[src/core/ddpc_pkg.sv]
// Shared constants for the device-disable and pin configuration block.
// Assumes a register index bus where the byte address is four times the index.
`default_nettype none
package ddpc_pkg;
   // =====================================================================
   // Register indices.
   localparam logic [7:0] IDX_DEV_DISABLE = 8'h22;
   localparam logic [7:0] IDX_PIN_CFG0    = 8'h23;
   localparam logic [7:0] IDX_PIN_CFG1    = 8'h24;
   localparam logic [7:0] IDX_LOCK_CFG    = 8'h30;
   localparam logic [7:0] IDX_STATUS      = 8'h31;
   localparam logic [7:0] IDX_PIN_LEVELS  = 8'h32;
   // =====================================================================
   // Reset values and writable bit masks.
   localparam logic [7:0] RST_DEV_DISABLE = 8'h00;
   localparam logic [7:0] RST_PIN_CFG     = 8'h01;
   localparam logic [7:0] WMASK_DEV_DIS   = 8'hF9;
   localparam logic [7:0] WMASK_PIN_CFG   = 8'h87;
   localparam logic [7:0] WMASK_LOCK_CFG  = 8'h8F;
   // =====================================================================
   // Field positions.
   localparam int BIT_FLOPPY_WP   = 0;
   localparam int BIT_DIS_FLOPPY  = 3;
   localparam int BIT_DIS_MIDI    = 4;
   localparam int BIT_DIS_SER2    = 5;
   localparam int BIT_DIS_SER1    = 6;
   localparam int BIT_DIS_PAR     = 7;
   localparam int BIT_CFG_DIR     = 0;
   localparam int BIT_CFG_POL     = 1;
   localparam int BIT_CFG_ALT     = 2;
   localparam int BIT_CFG_OTYPE   = 7;
   localparam int LOCK_FUNC_LSB   = 2;
   localparam int LOCK_FUNC_MSB   = 3;
   localparam logic [1:0] LOCK_FUNC_LOCKED = 2'h1;
   // =====================================================================
   // Bus decode.
   localparam int ADDR_IDX_LSB    = 2;
   localparam int ADDR_IDX_MSB    = 9;
   localparam logic [2:0] HSIZE_WORD = 3'h2;
   typedef enum {BUS_IDLE, BUS_WRITE, BUS_RD_WAIT, BUS_RD_DONE} ddpc_bus_t;
endpackage : ddpc_pkg
`default_nettype wire

[src/core/ddpc_regbus_if.sv]
// Internal register access path between the bus slave and the register bank.
// Assumes both ends run on the same clock.
`default_nettype none
interface ddpc_regbus_if;
   logic       wr_en;
   logic [7:0] wr_idx;
   logic [7:0] wr_data;
   logic [7:0] rd_idx;
   logic [7:0] rd_data;
   modport slave (output wr_en, output wr_idx, output wr_data,
                  output rd_idx, input rd_data);
   modport regs  (input wr_en, input wr_idx, input wr_data,
                  input rd_idx, output rd_data);
endinterface : ddpc_regbus_if
`default_nettype wire

[src/core/ddpc_top.sv]
// Device-disable register, two pin configuration registers and the lock pin.
// Assumes an AHB-Lite master on hclk; activate bits and drive selects
// come from logic on hclk, the pins from outside.
`default_nettype none

module ddpc_top (
   // Clock and standby power-on reset.
   input  wire  logic        hclk,
   input  wire  logic        hresetn,
   // AHB-Lite slave port.
   input  wire  logic        hsel,
   input  wire  logic [31:0] haddr,
   input  wire  logic [1:0]  htrans,
   input  wire  logic        hwrite,
   input  wire  logic [2:0]  hsize,
   input  wire  logic [31:0] hwdata,
   input  wire  logic        hready,
   output logic              hreadyout,
   output logic              hresp,
   output logic [31:0]       hrdata,
   // Activate bits from the logical device configuration.
   input  wire  logic        floppy_activate,
   input  wire  logic        midi_activate,
   input  wire  logic        serial_two_activate,
   input  wire  logic        serial_one_activate,
   input  wire  logic        parallel_activate,
   // Effective device enables.
   output logic              floppy_controller_en,
   output logic              midi_uart_en,
   output logic              serial_port_two_en,
   output logic              serial_port_one_en,
   output logic              parallel_port_en,
   // Floppy write-protect path.
   input  wire  logic        write_protect_n,
   input  wire  logic        drive_select0_n,
   input  wire  logic        drive_select1_n,
   input  wire  logic        force_write_protect,
   output logic              fdc_write_protect_ind,
   // General-purpose pin bank one, bits zero and one.
   input  wire  logic        pin_bank1_bit0_i,
   output logic              pin_bank1_bit0_o,
   output logic              pin_bank1_bit0_oe,
   input  wire  logic        pin_bank1_bit1_i,
   output logic              pin_bank1_bit1_o,
   output logic              pin_bank1_bit1_oe,
   input  wire  logic [1:0]  gpio_out_val,
   output logic [1:0]        gpio_in_val,
   // Joystick one buttons.
   output logic              joy1_button1,
   output logic              joy1_button2,
   // Lock control pin.
   input  wire  logic        lock_control_pin_i,
   output logic              lock_control_pin_o,
   output logic              lock_control_pin_oe,
   input  wire  logic        lock_out_val,
   output logic              lock_in_val
);
   ddpc_regbus_if rb ();

   logic [7:0] dev_disable_reg;
   logic [7:0] pin_cfg0_reg;
   logic [7:0] pin_cfg1_reg;
   logic [7:0] lock_cfg_reg;
   logic       wp_sync1_reg;
   logic       wp_sync2_reg;
   logic       lock_raw;
   logic       locked;
   logic       wp_next;
   logic [7:0] status;
   logic [7:0] levels;

   // =====================================================================
   // Bus slave.
   ddpc_ahb_slave u_slave (
      .hclk      (hclk),
      .hresetn   (hresetn),
      .hsel      (hsel),
      .haddr     (haddr),
      .htrans    (htrans),
      .hwrite    (hwrite),
      .hsize     (hsize),
      .hwdata    (hwdata),
      .hready    (hready),
      .hreadyout (hreadyout),
      .hresp     (hresp),
      .hrdata    (hrdata),
      .rb        (rb.slave)
   );

   // =====================================================================
   // Lock condition.
   assign locked = (lock_cfg_reg[ddpc_pkg::LOCK_FUNC_MSB:
                                 ddpc_pkg::LOCK_FUNC_LSB]
                    == ddpc_pkg::LOCK_FUNC_LOCKED)
                && lock_raw;

   // =====================================================================
   // Device-disable register.
   always_ff @(posedge hclk or negedge hresetn) begin
      if (!hresetn) begin
         dev_disable_reg <= ddpc_pkg::RST_DEV_DISABLE;
      end else if (rb.wr_en && rb.wr_idx == ddpc_pkg::IDX_DEV_DISABLE
                   && !locked) begin
         dev_disable_reg <= rb.wr_data
                            & ddpc_pkg::WMASK_DEV_DIS;
      end
   end

   // =====================================================================
   // Pin configuration registers.
   always_ff @(posedge hclk or negedge hresetn) begin
      if (!hresetn) begin
         pin_cfg0_reg <= ddpc_pkg::RST_PIN_CFG;
         pin_cfg1_reg <= ddpc_pkg::RST_PIN_CFG;
         lock_cfg_reg <= ddpc_pkg::RST_PIN_CFG;
      end else if (rb.wr_en) begin
         if (rb.wr_idx == ddpc_pkg::IDX_PIN_CFG0) begin
            pin_cfg0_reg <= rb.wr_data
                            & ddpc_pkg::WMASK_PIN_CFG;
         end
         if (rb.wr_idx == ddpc_pkg::IDX_PIN_CFG1) begin
            pin_cfg1_reg <= rb.wr_data
                            & ddpc_pkg::WMASK_PIN_CFG;
         end
         if (rb.wr_idx == ddpc_pkg::IDX_LOCK_CFG) begin
            lock_cfg_reg <= rb.wr_data
                            & ddpc_pkg::WMASK_LOCK_CFG;
         end
      end
   end

   // =====================================================================
   // Effective device enables.
   always_ff @(posedge hclk or negedge hresetn) begin
      if (!hresetn) begin
         floppy_controller_en <= 1'b0;
         midi_uart_en         <= 1'b0;
         serial_port_two_en   <= 1'b0;
         serial_port_one_en   <= 1'b0;
         parallel_port_en     <= 1'b0;
      end else begin
         floppy_controller_en <= floppy_activate
            && !dev_disable_reg[ddpc_pkg::BIT_DIS_FLOPPY];
         midi_uart_en         <= midi_activate
            && !dev_disable_reg[ddpc_pkg::BIT_DIS_MIDI];
         serial_port_two_en   <= serial_two_activate
            && !dev_disable_reg[ddpc_pkg::BIT_DIS_SER2];
         serial_port_one_en   <= serial_one_activate
            && !dev_disable_reg[ddpc_pkg::BIT_DIS_SER1];
         parallel_port_en     <= parallel_activate
            && !dev_disable_reg[ddpc_pkg::BIT_DIS_PAR];
      end
   end

   // =====================================================================
   // Floppy write-protect indication.
   always_ff @(posedge hclk or negedge hresetn) begin
      if (!hresetn) begin
         wp_sync1_reg <= 1'b1;
         wp_sync2_reg <= 1'b1;
      end else begin
         wp_sync1_reg <= write_protect_n;
         wp_sync2_reg <= wp_sync1_reg;
      end
   end

   assign wp_next = (drive_select0_n && force_write_protect)
                 || (drive_select1_n && force_write_protect)
                 || wp_sync2_reg
                 || dev_disable_reg[ddpc_pkg::BIT_FLOPPY_WP];

   always_ff @(posedge hclk or negedge hresetn) begin
      if (!hresetn) begin
         fdc_write_protect_ind <= 1'b1;
      end else begin
         fdc_write_protect_ind <= wp_next;
      end
   end

   // =====================================================================
   // Pins.
   ddpc_pin_cell #(.ALT_EN(1'b1)) u_pin0 (
      .hclk     (hclk),
      .hresetn  (hresetn),
      .cfg      (pin_cfg0_reg),
      .out_val  (gpio_out_val[0]),
      .in_val   (gpio_in_val[0]),
      .alt_val  (joy1_button1),
      .raw_sync (),
      .pin_i    (pin_bank1_bit0_i),
      .pin_o    (pin_bank1_bit0_o),
      .pin_oe   (pin_bank1_bit0_oe)
   );

   ddpc_pin_cell #(.ALT_EN(1'b1)) u_pin1 (
      .hclk     (hclk),
      .hresetn  (hresetn),
      .cfg      (pin_cfg1_reg),
      .out_val  (gpio_out_val[1]),
      .in_val   (gpio_in_val[1]),
      .alt_val  (joy1_button2),
      .raw_sync (),
      .pin_i    (pin_bank1_bit1_i),
      .pin_o    (pin_bank1_bit1_o),
      .pin_oe   (pin_bank1_bit1_oe)
   );

   ddpc_pin_cell #(.ALT_EN(1'b0)) u_lock (
      .hclk     (hclk),
      .hresetn  (hresetn),
      .cfg      (lock_cfg_reg),
      .out_val  (lock_out_val),
      .in_val   (lock_in_val),
      .alt_val  (),
      .raw_sync (lock_raw),
      .pin_i    (lock_control_pin_i),
      .pin_o    (lock_control_pin_o),
      .pin_oe   (lock_control_pin_oe)
   );

   // =====================================================================
   // Read mux.
   assign status = {1'b0, fdc_write_protect_ind, parallel_port_en,
                    serial_port_one_en, serial_port_two_en, midi_uart_en,
                    floppy_controller_en, locked};
   assign levels = {5'h00, lock_raw, gpio_in_val};

   always_comb begin
      case (rb.rd_idx)
         ddpc_pkg::IDX_DEV_DISABLE: rb.rd_data = dev_disable_reg;
         ddpc_pkg::IDX_PIN_CFG0:    rb.rd_data = pin_cfg0_reg;
         ddpc_pkg::IDX_PIN_CFG1:    rb.rd_data = pin_cfg1_reg;
         ddpc_pkg::IDX_LOCK_CFG:    rb.rd_data = lock_cfg_reg;
         ddpc_pkg::IDX_STATUS:      rb.rd_data = status;
         ddpc_pkg::IDX_PIN_LEVELS:  rb.rd_data = levels;
         default:                   rb.rd_data = 8'h00;
      endcase
   end
endmodule : ddpc_top
`default_nettype wire

[src/core/ddpc_ahb_slave.sv]
// AHB-Lite slave that turns word transfers into register index accesses.
// Assumes a single master; writes take no wait state, reads take one.
`default_nettype none
module ddpc_ahb_slave (
   // Clock and reset.
   input  wire  logic        hclk,
   input  wire  logic        hresetn,
   // AHB-Lite slave port.
   input  wire  logic        hsel,
   input  wire  logic [31:0] haddr,
   input  wire  logic [1:0]  htrans,
   input  wire  logic        hwrite,
   input  wire  logic [2:0]  hsize,
   input  wire  logic [31:0] hwdata,
   input  wire  logic        hready,
   output logic              hreadyout,
   output logic              hresp,
   output logic [31:0]       hrdata,
   // Register side.
   ddpc_regbus_if.slave      rb
);
   ddpc_pkg::ddpc_bus_t state_reg;
   logic [7:0]          idx_reg;
   logic                hit_reg;
   logic                take;
   logic                hit;

   // =====================================================================
   // Address phase decode.
   assign take = hsel && htrans[1] && hready;
   assign hit  = (haddr[31:ddpc_pkg::ADDR_IDX_MSB+1] == '0)
              && (haddr[1:0] == 2'h0) && (hsize == ddpc_pkg::HSIZE_WORD);

   always_ff @(posedge hclk or negedge hresetn) begin
      if (!hresetn) begin
         state_reg <= ddpc_pkg::BUS_IDLE;
         idx_reg   <= 8'h00;
         hit_reg   <= 1'b0;
      end else begin
         case (state_reg)
            ddpc_pkg::BUS_RD_WAIT: state_reg <= ddpc_pkg::BUS_RD_DONE;
            default: begin
               if (take) begin
                  idx_reg   <= haddr[ddpc_pkg::ADDR_IDX_MSB:
                                     ddpc_pkg::ADDR_IDX_LSB];
                  hit_reg   <= hit;
                  state_reg <= hwrite ? ddpc_pkg::BUS_WRITE
                                      : ddpc_pkg::BUS_RD_WAIT;
               end else begin
                  state_reg <= ddpc_pkg::BUS_IDLE;
               end
            end
         endcase
      end
   end

   // =====================================================================
   // Read data is captured one cycle into the data phase.
   always_ff @(posedge hclk or negedge hresetn) begin
      if (!hresetn) begin
         hrdata <= 32'h0000_0000;
      end else if (state_reg == ddpc_pkg::BUS_RD_WAIT) begin
         hrdata <= hit_reg ? {24'h00_0000, rb.rd_data} : 32'h0000_0000;
      end
   end

   assign hreadyout  = (state_reg != ddpc_pkg::BUS_RD_WAIT);
   assign hresp      = 1'b0;
   assign rb.rd_idx  = idx_reg;
   assign rb.wr_idx  = idx_reg;
   assign rb.wr_data = hwdata[7:0];
   assign rb.wr_en   = (state_reg == ddpc_pkg::BUS_WRITE) && hit_reg;
endmodule : ddpc_ahb_slave
`default_nettype wire

[src/core/ddpc_pin_cell.sv]
// One general-purpose pin: synchroniser, polarity, direction, drive type.
// Assumes the output value comes from logic on hclk.
`default_nettype none
module ddpc_pin_cell #(
   parameter bit ALT_EN = 1'b0
) (
   // Clock and reset.
   input  wire  logic       hclk,
   input  wire  logic       hresetn,
   // Configuration and logical values.
   input  wire  logic [7:0] cfg,
   input  wire  logic       out_val,
   output logic             in_val,
   output logic             alt_val,
   output logic             raw_sync,
   // Pin.
   input  wire  logic       pin_i,
   output logic             pin_o,
   output logic             pin_oe
);
   logic sync1_reg;
   logic sync2_reg;
   logic alt;
   logic is_in;
   logic pol;
   logic od;
   logic drive;

   always_ff @(posedge hclk or negedge hresetn) begin
      if (!hresetn) begin
         sync1_reg <= 1'b0;
         sync2_reg <= 1'b0;
      end else begin
         sync1_reg <= pin_i;
         sync2_reg <= sync1_reg;
      end
   end

   assign alt      = ALT_EN && cfg[ddpc_pkg::BIT_CFG_ALT];
   assign is_in    = cfg[ddpc_pkg::BIT_CFG_DIR] || alt;
   assign pol      = cfg[ddpc_pkg::BIT_CFG_POL];
   assign od       = cfg[ddpc_pkg::BIT_CFG_OTYPE];
   assign drive    = out_val ^ pol;
   assign raw_sync = sync2_reg;

   always_ff @(posedge hclk or negedge hresetn) begin
      if (!hresetn) begin
         pin_o   <= 1'b0;
         pin_oe  <= 1'b0;
         in_val  <= 1'b0;
         alt_val <= 1'b1;
      end else begin
         pin_o   <= od ? 1'b0 : drive;
         pin_oe  <= !is_in && (od ? !drive : 1'b1);
         in_val  <= alt ? 1'b0 : (sync2_reg ^ pol);
         alt_val <= alt ? (sync2_reg ^ pol) : 1'b1;
      end
   end
endmodule : ddpc_pin_cell
`default_nettype wire

[config.mk]
export PLATFORM = sky130hd
export DESIGN_NAME = ddpc_top
export DESIGN_NICKNAME = d
export VERILOG_FILES = /design/src/core/ddpc_pkg.sv /design/src/core/ddpc_regbus_if.sv /design/src/core/ddpc_top.sv /design/src/core/ddpc_ahb_slave.sv /design/src/core/ddpc_pin_cell.sv
export SDC_FILE = /design/constraint.sdc
export NUM_CORES = 1
export LEC_CHECK = 0
export ABC_CLOCK_PERIOD_IN_PS = 5150
export BUFFER_PORTS_ARGS = -buffer_cell sky130_fd_sc_hd__clkbuf_2
export CORE_MARGIN = 2
export CORE_UTILIZATION = 25
export DETAILED_ROUTE_END_ITERATION = 8
export GPL_ROUTABILITY_DRIVEN = 0
export GPL_TIMING_DRIVEN = 0
export PLACE_DENSITY_LB_ADDON = 0.1
export RECOVER_POWER = 25
export SYNTH_ARGS = -nofsm -noshare
export SYNTH_HDL_FRONTEND = slang
export SYNTH_HIERARCHICAL = 1
export SYNTH_SLANG_ARGS = --single-unit
[constraint.sdc]
create_clock -name hclk -period 5.15 [get_ports hclk]
set_input_delay 0.515 -clock hclk [delete_from_list [all_inputs] [get_ports hclk]]
set_output_delay 0.515 -clock hclk [all_outputs]
set_load 0.005 [all_outputs]
==> out/metrics.yaml <==
setup_path:
  crit_fanout: 10
  worst-r2r-cell-count: 5
  setup.reg_to_reg.worst_slack_ns: 2.92
  rr_endpoint: "lock_cfg_reg[3]"
  critical_path.endpoint_type: "flip-flop"
  critical_path_arrival_ns: 2.45
  kind_of_critical_path: "reg -> reg"
  cp.required_ns: 5.36
  launch_point_of_the_critical_path: "u_slave/hit_reg"
  crit-reg2reg-launch: "u_slave/hit_reg"
  setup.worst_path.start_class: "flip-flop"
  crit_end: "lock_cfg_reg[3]"
cells_and_area:
  syn2layout_area_growth_pct: 33.75
  nets: 460
  final-instance-count-excl-fill: 544
  post-route-util_pct: 34.49
  antenna_cells_inserted: 0
  drive_gt1_share_pct: 50.53
synth:
  netlist_area_mm2: 0.003110
  syn-instance-count: 254
  avgSynthCellArea_um2: 12.25
  synth-warning-count: 6
grt:
  grt_max_degree: 38
  number_of_antenna_violations_at_the_first_check_in_global_routing: 0
  grt_util_all_layers_pct: 11.44
  grt_remaining_overflow: 0
  first_pass_grt_wire_length_um: 11330
  first_global_vias: 2107
placement:
  hpwl_um: 5725
  placement.io_buffers: 81
  placedCellCount: 528
clock_network:
  h_tree_level_count: 3
  clk-insertion-delay-late_ns: 0.33
  cts.path.max_buffers: 2
  cts.sinks: 63
  clk_pin_slew_ns: 0.05
  clock_tree.root_cell: "clkbuf_16"
  post_cts_buffers: 0
  clock_tree_from_tritoncts: "done"
  post_cts_resize_count: 0
  postCtsHoldBufs: 0
  cts_inserted_buffers: 9
pwr:
  netSwitchingPower_mw: 0.3674
  pwr-share-clk_pct: 44.4
  leakagePower_nw: 2.009
  swShare_pct: 24.90
  p_seq_share_pct: 39.3
  comb_power_share_pct: 16.2
  power.density_cell_area_mw_per_mm2: 354.7
  cell_internal_pwr_mw: 1.108
  worst_ir_drop_vdd_uv: 178.7
floorplan:
  row_count: 40
  top_level_ports: 140
  core_region_area_mm2: 0.01206
  dieArea_mm2: 0.01335
  effective_utilization_at_floorplan_pct: 25.79
  die_x_um: 115.5
  die_h_um: 115.5
timing:
  setup_total_negative_slack_ns: 0
  timing_max_transition_violations_final: 0
  fmax_mhz: 447.5
  worst_slew_pin_slew_ns: 1.487
  rsz_0062_raised_after_global_routing: "no"
  finalSetupViolCount: 0
  timing.final.hold_violations: 0
  final.setup_skew_ns: 0.008878
  slew-limit-headroom_pct: 0.8961
  finalCriticalPeriod_ns: 2.235
  timing.final.crit_share_pct: 43.39
hold_path:
  timing.hold.worst.start: "write_protect_n"
  hold_path_class: "in -> reg"
detailed_routing:
  finalWirelength_um: 7272
  antenna_violating_nets_post_route: 0
  first_iter_violations: 69
  route.vias.total: 2207
  vias_per_cell: 4.057
  drt-wirelength-per-cell_um: 13.37
  drt_first_pass_iters: 4
  drc_errors: 0
job:
  max_cap_violations: 0
run_status:
  status: "complete, no violations"
[power by group through the flow]
stage | Combinational, mW | Clock (mW) | Sequential [mW]
6_report | 0.239 | 0.656 | 0.580
5_1_grt | 0.267 | 0.701 | 0.588
4_1_cts | 0.243 | 0.679 | 0.581
3_5_place_dp | 0.242 | 0 | 0.589
3_3_place_gp | 0.237 | 0 | 0.589
2_1_floorplan | 0.169 | 0 | 0.574
[cells in the final DEF, fill, tap and decap left out, types with 3 or more instances in the layout]
master	n
a32o_1	3
dfstp_2	8
nor4_2	3
nand2_1	19
nor2b_1	8
conb_1	25
or4bb_1	3
mux2_2	23
clkbuf_1	6
clkbuf_16	9
o21ai_1	3
nand4b_1	3
dfrtp_1	55
nor2_1	4
mux2_1	8
nand4_1	4
and2b_2	3
nor3b_1	4
xor2_1	4
nand3_1	14
buf_4	41
buf_2	3
clkbuf_2	80
[how the worst min path moves through the flow]
stage,end,cells after the start
final,wp_sync1_reg,1
after global routing,wp_sync1_reg,1
after CTS,u_lock/raw_sync,1
after detailed placement,u_pin0/raw_sync,0
after global placement,u_pin1/raw_sync,0
after floorplan,dev_disable_reg[0],0
[area by class of cell]
type / instances / area (µm²)
fill: 1256 / 7901
sequential: 63 / 1587
multi-input combinational: 166 / 1272
timing repair buffer: 82 / 424.2
buffer: 47 / 334.1
clock buffer: 13 / 260.3
tap: 168 / 210.2
clock inverter: 3 / 65.06
inverter: 2 / 7.507
[layer usage]
| layer | share of wire [%] | vias up | track usage [%] |
|---|---|---|---|
| met4 | 2.2 | 0 | 5.382 |
| met5 | 0 | - | 0 |
| li1 | - | 1083 | - |
| met1 | 46 | 1042 | 15.35 |
| met3 | 6.8 | 12 | 3.870 |
| met2 | 45 | 70 | 16.57 |
[per-stage QoR]
step	hold WS [ns]	power (mW)	setup WS, ns	area, µm²
finish	0.2713	1.476	2.915	4160
detailed placement	0.3370	0.8315	2.906	3839
floorplan	0.2194	0.7423	3.147	3201
global route	0.2637	1.555	2.803	4160
global placement	0.3325	0.8259	2.903	3816
CTS	0.1334	1.502	2.903	4164
[worst max-delay path, cell delays in order (launching register included)]
cell      delay, ns
dfrtp_1        0.31
clkbuf_1       0.36
and3b_1        0.24
or4b_4         0.49
nor3_4         0.34
mux2_2         0.37
Power figures use the tool's default switching activity.
